### src/dms_pkg.sv
// dms_pkg: constants for the dual modulus synthesizer divider
// assumes a single core clock domain; all control through the instrument bus ports
package dms_pkg;
    localparam int DMS_PRESCALE_P   = 32;
    localparam int DMS_NIB_W        = 4;
    localparam int DMS_ADDR_W       = 3;
    localparam int DMS_LATCH_BITS   = 32;
    localparam int DMS_N_W          = 16;
    localparam int DMS_A_W          = 8;
    localparam int DMS_R_W          = 8;
    localparam int DMS_REF_IN_KHZ   = 1000;
    localparam int DMS_REF_OUT_KHZ  = 200;
    localparam int DMS_REF_DIV      = DMS_REF_IN_KHZ / DMS_REF_OUT_KHZ;
    // register addresses for nibble loads
    localparam logic [2:0] DMS_ADR_N0 = 3'h0;
    localparam logic [2:0] DMS_ADR_N1 = 3'h1;
    localparam logic [2:0] DMS_ADR_N2 = 3'h2;
    localparam logic [2:0] DMS_ADR_N3 = 3'h3;
    localparam logic [2:0] DMS_ADR_A0 = 3'h4;
    localparam logic [2:0] DMS_ADR_A1 = 3'h5;
    localparam logic [2:0] DMS_ADR_R0 = 3'h6;
    localparam logic [2:0] DMS_ADR_R1 = 3'h7;
    localparam logic [15:0] DMS_N_RST = 16'h0040;
    localparam logic [7:0]  DMS_A_RST = 8'h00;
    localparam logic [7:0]  DMS_R_RST = 8'h05;
endpackage

### src/dms_prescaler.sv
// dms_prescaler: dual modulus divider of the oscillator input
// assumes i_osc_edge is a synchronised rising edge of the counted signal
`timescale 1ns/1ps
`default_nettype none
module dms_prescaler
    import dms_pkg::*;
#(
    parameter int P = DMS_PRESCALE_P
) (
    // clock and reset
    input  wire logic i_core_clk,
    input  wire logic i_rst,
    // control
    input  wire logic i_osc_edge,
    input  wire logic i_high_mod,
    input  wire logic i_restart,
    // output
    output logic      o_pulse
);
    typedef struct packed {
        logic [7:0] cnt;
        logic       pulse;
    } dms_ps_t;

    dms_ps_t ps_reg;
    dms_ps_t ps_next;

    always_comb begin
        logic [7:0] modulus;
        modulus = i_high_mod ? 8'(P) : 8'(P - 1);
        ps_next = ps_reg;
        ps_next.pulse = 1'b0;
        if (i_restart) begin
            ps_next.cnt = 8'h00;
        end else if (i_osc_edge) begin
            if (ps_reg.cnt >= modulus) begin
                ps_next.cnt = 8'h00;
                ps_next.pulse = 1'b1;
            end else begin
                ps_next.cnt = ps_reg.cnt + 8'h01;
            end
        end
    end

    always_ff @(posedge i_core_clk or posedge i_rst) begin
        if (i_rst) begin
            ps_reg <= '0;
        end else begin
            ps_reg <= ps_next;
        end
    end

    assign o_pulse = ps_reg.pulse;
endmodule
`default_nettype wire

### src/dms_divider.sv
// dms_divider: programming latches, swallow/main counters, ref divider, pfd
// assumes bus lines and oscillator/reference inputs are asynchronous pins
`timescale 1ns/1ps
`default_nettype none
//
// Operation
// - prescaler divides P+1 high, P low
// - cycle starts loaded, prescaler at P+1 if A nonzero or after reset, else P
// - main and swallow decrement per prescaler pulse
// - swallow zero switches modulus to P
// - main at one or below reloads both, one output pulse
// - swallow accepts zero, A+P*N per cycle after a reload
// - prescaler moduli are 32 and 33
// - main, swallow and reference counters present
// - values loaded as addressed 4-bit nibbles
// - nibble from upper lines on enable rise
// - low three lines select destination latch
// - thirty two latch bits hold values
// - reference divided by five to 200 kHz
// - two complementary detector pulse outputs
// - bus bit three latched oscillator on/off
// - off latch lowers divider input sensitivity
module dms_divider
    import dms_pkg::*;
#(
    parameter int N_W = DMS_N_W,
    parameter int A_W = DMS_A_W,
    parameter int R_W = DMS_R_W
) (
    // clock and reset
    input  wire logic       i_core_clk,
    input  wire logic       i_rst,
    // instrument bus
    input  wire logic [7:0] i_bus_data,
    input  wire logic       i_bus_enable,
    // analog side inputs
    input  wire logic       i_osc_in,
    input  wire logic       i_ref_in,
    // outputs
    output logic            o_modulus_high,
    output logic            o_div_pulse,
    output logic            o_cmp_ref,
    output logic            o_phase_ref,
    output logic            o_phase_vco,
    output logic            o_osc_off,
    output logic            o_low_sense
);
    typedef struct packed {
        logic [2:0]     bus_en_s;
        logic [7:0]     bus_d1;
        logic [7:0]     bus_d2;
        logic [1:0]     osc_s;
        logic           osc_d;
        logic [1:0]     ref_s;
        logic           ref_d;
        logic [15:0]    n_val;
        logic [7:0]     a_val;
        logic [7:0]     r_val;
        logic [N_W-1:0] n_cnt;
        logic [A_W-1:0] a_cnt;
        logic [R_W-1:0] r_cnt;
        logic           mod_high;
        logic           restart;
        logic           div_pulse;
        logic           cmp_ref;
        logic           up;
        logic           dn;
        logic           osc_off;
    } dms_st_t;

    dms_st_t st_reg;
    dms_st_t st_next;
    logic    ps_pulse;

    function automatic logic [3:0] dms_nib(input logic [7:0] d);
        dms_nib = d[7:4];
    endfunction

    dms_prescaler #(
        .P(DMS_PRESCALE_P)
    ) u_ps (
        .i_core_clk (i_core_clk),
        .i_rst      (i_rst),
        .i_osc_edge (st_reg.osc_s[1] & ~st_reg.osc_d & ~st_reg.osc_off),
        .i_high_mod (st_reg.mod_high),
        .i_restart  (st_reg.restart),
        .o_pulse    (ps_pulse)
    );

    always_comb begin
        logic ref_edge;
        logic [3:0] nib;
        logic [R_W-1:0] rdiv;
        st_next = st_reg;
        ref_edge = 1'b0;
        nib = 4'h0;
        rdiv = '0;
        // pin synchronisers
        st_next.bus_en_s = {st_reg.bus_en_s[1:0], i_bus_enable};
        st_next.bus_d1 = i_bus_data;
        st_next.bus_d2 = st_reg.bus_d1;
        st_next.osc_s = {st_reg.osc_s[0], i_osc_in};
        st_next.osc_d = st_reg.osc_s[1];
        st_next.ref_s = {st_reg.ref_s[0], i_ref_in};
        st_next.ref_d = st_reg.ref_s[1];
        st_next.restart = 1'b0;
        st_next.div_pulse = 1'b0;
        // nibble load on enable rise
        if (st_reg.bus_en_s[1] & ~st_reg.bus_en_s[2]) begin
            nib = dms_nib(st_reg.bus_d2);
            st_next.osc_off = st_reg.bus_d2[3];
            unique case (st_reg.bus_d2[2:0])
                DMS_ADR_N0: st_next.n_val[3:0]   = nib;
                DMS_ADR_N1: st_next.n_val[7:4]   = nib;
                DMS_ADR_N2: st_next.n_val[11:8]  = nib;
                DMS_ADR_N3: st_next.n_val[15:12] = nib;
                DMS_ADR_A0: st_next.a_val[3:0]   = nib;
                DMS_ADR_A1: st_next.a_val[7:4]   = nib;
                DMS_ADR_R0: st_next.r_val[3:0]   = nib;
                DMS_ADR_R1: st_next.r_val[7:4]   = nib;
                default:    st_next.n_val = st_reg.n_val;
            endcase
        end
        // swallow and main counting
        if (ps_pulse) begin
            if (st_reg.n_cnt <= N_W'(1)) begin
                st_next.n_cnt = st_reg.n_val[N_W-1:0];
                st_next.a_cnt = st_reg.a_val[A_W-1:0];
                st_next.mod_high = (st_reg.a_val != 8'h00);
                st_next.restart = 1'b1;
                st_next.div_pulse = 1'b1;
            end else begin
                st_next.n_cnt = st_reg.n_cnt - N_W'(1);
                if (st_reg.a_cnt != '0) begin
                    st_next.a_cnt = st_reg.a_cnt - A_W'(1);
                    if (st_reg.a_cnt == A_W'(1)) begin
                        st_next.mod_high = 1'b0;
                    end
                end
            end
        end
        // reference divider
        rdiv = (st_reg.r_val == 8'h00) ? R_W'(1) : st_reg.r_val[R_W-1:0];
        if (st_reg.ref_s[1] & ~st_reg.ref_d) begin
            if (st_reg.r_cnt + R_W'(1) >= rdiv) begin
                st_next.r_cnt = '0;
                ref_edge = 1'b1;
            end else begin
                st_next.r_cnt = st_reg.r_cnt + R_W'(1);
            end
        end
        st_next.cmp_ref = ref_edge;
        // phase/frequency detector, both flags show before clearing
        if (st_reg.up & st_reg.dn) begin
            st_next.up = ref_edge;
            st_next.dn = st_reg.div_pulse;
        end else begin
            st_next.up = st_reg.up | ref_edge;
            st_next.dn = st_reg.dn | st_reg.div_pulse;
        end
    end

    always_ff @(posedge i_core_clk or posedge i_rst) begin
        if (i_rst) begin
            st_reg <= '{
                n_val:    DMS_N_RST,
                a_val:    DMS_A_RST,
                r_val:    DMS_R_RST,
                n_cnt:    DMS_N_RST[N_W-1:0],
                a_cnt:    DMS_A_RST[A_W-1:0],
                r_cnt:    '0,
                mod_high: 1'b1,
                osc_off:  1'b1,
                default:  '0
            };
        end else begin
            st_reg <= st_next;
        end
    end

    assign o_modulus_high = st_reg.mod_high;
    assign o_div_pulse    = st_reg.div_pulse;
    assign o_cmp_ref      = st_reg.cmp_ref;
    assign o_phase_ref    = ~st_reg.up;
    assign o_phase_vco    = st_reg.dn;
    assign o_osc_off      = st_reg.osc_off;
    assign o_low_sense    = st_reg.osc_off;
endmodule
`default_nettype wire

### config.mk
export PLATFORM = sky130hd
export DESIGN_NAME = dms_divider
export DESIGN_NICKNAME = d
export VERILOG_FILES = /design/src/dms_pkg.sv /design/src/dms_prescaler.sv /design/src/dms_divider.sv
export SDC_FILE = /design/constraint.sdc
export NUM_CORES = 1
export LEC_CHECK = 0
export ABC_AREA = 0
export BUFFER_PORTS_ARGS = -buffer_cell sky130_fd_sc_hd__buf_4
export CAP_MARGIN = 20
export CORE_AREA = 2 2 105 107
export CTS_CLUSTER_DIAMETER = 100
export DETAILED_ROUTE_END_ITERATION = 12
export DIE_AREA = 0 0 107 109
export GPL_TIMING_DRIVEN = 0
export PLACE_DENSITY = 0.61
export SYNTH_ARGS = -nofsm -noshare
export SYNTH_HDL_FRONTEND = slang
export SYNTH_SLANG_ARGS = --single-unit
### constraint.sdc
create_clock -name i_core_clk -period 4.3 [get_ports i_core_clk]
set_clock_uncertainty 0.2 [all_clocks]
set_input_delay 0.215 -clock i_core_clk [delete_from_list [all_inputs] [get_ports i_core_clk]]
set_output_delay 0.215 -clock i_core_clk [all_outputs]
set_load 0.05 [all_outputs]
==> results.py <==
metrics = {
    "clocking": {
        "cts_buffers": 9,
        "hold_buffers": 12,
        "clk_pin_slew_worst_paths_ns": 0.11,
        "clock_tree.root_cell": "sky130_fd_sc_hd__clkbuf_8",
        "clkLatencyLatePin_ns": 0.39,
        "cts-htree-levels": 3,
        "clkSinkCount": 104,
        "postCtsSetupBuffers": 0,
        "cts.repair.resized": 0,
        "tritoncts_clock_tree": "done",
        "clockBufferDepth": 2,
    },
    "job": {
        "max_cap_viol_count": 0,
    },
    "pwr": {
        "power.share.clock_pct": 28.3,
        "sequentialPowerShare_pct": 54.7,
        "vdd.ir_drop.worst_mv": 0.288,
        "power.combinational.fraction_pct": 17.0,
        "p_switching_uw": 689,
        "power.static_leakage_uw": 0.00247,
        "switching_share_pct": 31.2,
        "post-layout-total-power_uw": 2210,
        "cell_internal_pwr_uw": 1520,
        "powerDensity_nw_per_um2": 403,
    },
    "synth": {
        "synth_enable_flop_cells": 0,
        "netlist.area_leader.share_pct": 50.9,
        "syn_inst": 434,
        "yosys_most_used_dff": "sky130_fd_sc_hd__dfrtp_1",
        "synth_top_area_cell": "sky130_fd_sc_hd__dfrtp_1",
        "synth_fa_ha_area_share_pct": 5.19,
        "synth-async-reset-ratio_pct": 100,
        "synthXorXnorAreaFrac_pct": 1.45,
        "syn-cell-area_um2": 4820,
        "post_synth_num_cell_types": 58,
        "simple_gate_portion_of_the_synthesized_area_pct": 14.9,
        "synth-warning-count": 0,
        "synthesis.area_per_instance_um2": 11.1,
        "post_synthesis_compound_gate_area_fraction_pct": 13.5,
        "yosys_register_bits": 104,
        "dominant_combinational_cell_family_by_area_after_synthesis": "simple AND/OR/NAND/NOR gates",
        "yosysSeqAreaShare_pct": 54.1,
        "postSynthNetCount": 467,
        "synth.top_cells.by_area": "sky130_fd_sc_hd__dfrtp_1 51%, sky130_fd_sc_hd__mux2_2 6.1%, sky130_fd_sc_hd__ha_1 5.2%",
        "yosys-mux-area-fraction_pct": 7.32,
    },
    "placed_design": {
        "hpwl_after_detailed_placement_um": 6770,
        "place.port_buffers": 19,
        "dp.cells": 594,
        "dpl-instance-area_um2": 5160,
        "routability_congestion_estimate_from_global_placement": 0.800,
    },
    "worst_setup_path": {
        "worstPathMaxFanout": 8,
        "cp-end-kind": "flop",
        "cp.required_ns": 4.42,
        "crit_path_start_kind": "flop",
        "reg2reg_slack_ns": 1.43,
        "r2r_end": "st_reg[7]",
        "reg2reg_from": "st_reg[7]",
        "cp_data_arrival_time_ns": 2.99,
        "critPathKind": "reg -> reg",
        "r2r.worst_path.cells": 10,
    },
    "global_routing": {
        "grt.total_usage_pct": 18.9,
        "grt_remaining_overflow": 0,
        "grt_max_degree": 66,
        "number_of_global_route_vias_before_repair": 3415,
        "initial_antenna_violation_count": 0,
        "grt_pass1_wl_um": 17100,
    },
    "cells_and_area": {
        "nNetsFinal": 510,
        "areaGrowthSynthToFinish_pct": 13.9,
        "finished_layout_cell_area_um2": 5490,
        "antenna_cells_inserted": 0,
        "final_layout_size_suffix_gt1_share_pct": 16.8,
        "final_cell_count_no_fill": 622,
        "largest_reg_flops": 76,
    },
    "timing": {
        "fmaxAchievable_ghz": 0.349,
        "final-hold-violation-count": 0,
        "post-route-period-util_pct": 66.6,
        "grt_setup_unrepaired": "no",
        "setup_violations": 0,
        "drv_slew": 0,
        "post-route-min-period_ns": 2.87,
        "worst_pin_slew_ns": 0.992,
        "relSlewSlack_pct": 33.2,
    },
    "floorplan": {
        "initial_core_util_pct": 45.5,
        "die_area_um2": 11700,
        "core_region_area_um2": 10600,
        "count_of_standard_cell_rows": 38,
        "die-height_um": 109,
        "die_x_um": 107,
        "boundaryPins": 20,
    },
    "drt": {
        "avgRoutedWirePerCell_um": 15.8,
        "drt_drc_violations_left": 0,
        "viasPerCell": 5.52,
        "postRouteWirelength_um": 9830,
        "first_pass_iters": 4,
        "detailroute.via_count": 3435,
        "first_iter_violations": 167,
        "ant_nets": 0,
    },
    "min_path": {
        "min_path_cells": 0,
        "holdPathEnd": "st_next[95]",
        "min-delay-start": "st_next[94]",
        "hold_class": "reg -> reg",
    },
    "status": {
        "run_status": "complete, no violations",
    },
}
metal layers:
layer  GRT usage [%]  wire [µm]
met1            26.0       4750
met2            30.7       4610
met3            3.23        323
met4            6.03        147
met5               0          0
layout make-up:
type | count | area (µm²)
plain buffers | 12 | 68.8
clock buffers | 9 | 124
clock inverters | 7 | 86.3
fillers | 945 | 5110
inverters | 27 | 104
multi-input cells | 291 | 2040
flip-flops and latches | 104 | 2610
well taps | 140 | 175
repair buffers | 32 | 283
worst max-delay path, cell delays in order (launching register included):
cell	delay [ns]
sky130_fd_sc_hd__dfrtp_1	0.43
sky130_fd_sc_hd__ha_1	0.25
sky130_fd_sc_hd__nand3_1	0.14
sky130_fd_sc_hd__nor2_1	0.15
sky130_fd_sc_hd__xor2_1	0.21
sky130_fd_sc_hd__ha_1	0.25
sky130_fd_sc_hd__and2_1	0.17
sky130_fd_sc_hd__a221oi_1	0.26
sky130_fd_sc_hd__o21ai_1	0.23
sky130_fd_sc_hd__nor2_1	0.30
sky130_fd_sc_hd__mux2_2	0.21
synth_stat cells (8+ instances only):
library cell and number:
sky130_fd_sc_hd__inv_1 26, sky130_fd_sc_hd__nor3_1 12, sky130_fd_sc_hd__mux2_2 26, sky130_fd_sc_hd__nor2_1 20, sky130_fd_sc_hd__nand2_1 36, sky130_fd_sc_hd__o21ai_0 33
sky130_fd_sc_hd__ha_1 20, sky130_fd_sc_hd__nor4_1 10, sky130_fd_sc_hd__dfrtp_1 98, sky130_fd_sc_hd__nand3_1 17, sky130_fd_sc_hd__o2bb2ai_1 8
cells in the final DEF (no fill, tap or decap), types with 10 or more instances in the layout:
cell / n
sky130_fd_sc_hd__buf_4: 21
sky130_fd_sc_hd__dfrtp_1: 98
sky130_fd_sc_hd__dlygate4sd3_1: 12
sky130_fd_sc_hd__ha_1: 20
sky130_fd_sc_hd__inv_1: 25
sky130_fd_sc_hd__mux2_2: 26
sky130_fd_sc_hd__nand2_1: 36
sky130_fd_sc_hd__nand3_1: 17
sky130_fd_sc_hd__nor2_1: 20
sky130_fd_sc_hd__nor3_1: 12
sky130_fd_sc_hd__nor4_1: 10
sky130_fd_sc_hd__o21ai_0: 33
per-stage QoR:
step | hold slack, ns | setup TNS (ns) | worst slack, ns | utilization, %
2_1_floorplan | 0.0464 | 0 | 1.16 | -
3_3_place_gp | 0.124 | -0.0185 | -0.00138 | 48.5
3_5_place_dp | 0.125 | 0 | 1.44 | 48.7
4_1_cts | 0.162 | 0 | 1.40 | 51.8
5_1_grt | 0.167 | 0 | 1.13 | 51.8
6_report | 0.160 | 0 | 1.43 | 51.8
worst max path at each step:
stage / start / endpoint / slack, ns / depth (start not counted)
after floorplan: i_rst / o_cmp_ref / 1.16 / 1
after global placement: i_rst / st_next[82] / -0.001 / 2
after detailed placement: st_reg[7] / st_reg[7] / 1.44 / 10
after CTS: st_reg[7] / st_reg[7] / 1.40 / 10
after global routing: st_reg[7] / st_reg[7] / 1.13 / 10
final: st_reg[7] / st_reg[7] / 1.43 / 10
power by group through the flow:
stage	sequential (µW)	clock (µW)	combinational, µW
4_1_cts	1210	648	384
2_1_floorplan	1200	0	282
3_5_place_dp	1230	0	372
6_report	1210	626	377
3_3_place_gp	1220	0	358
5_1_grt	1230	684	437
cells by family after synthesis:
group / Yosys count
xor gates and xnor gates: 8
AOI/OAI and AO/OA: 95
and+or+nand+nor: 136
DFF: 104
muxes: 32
adders and majority gates: 20
buffers and inverters: 39
(Power assumes the default switching activity.)
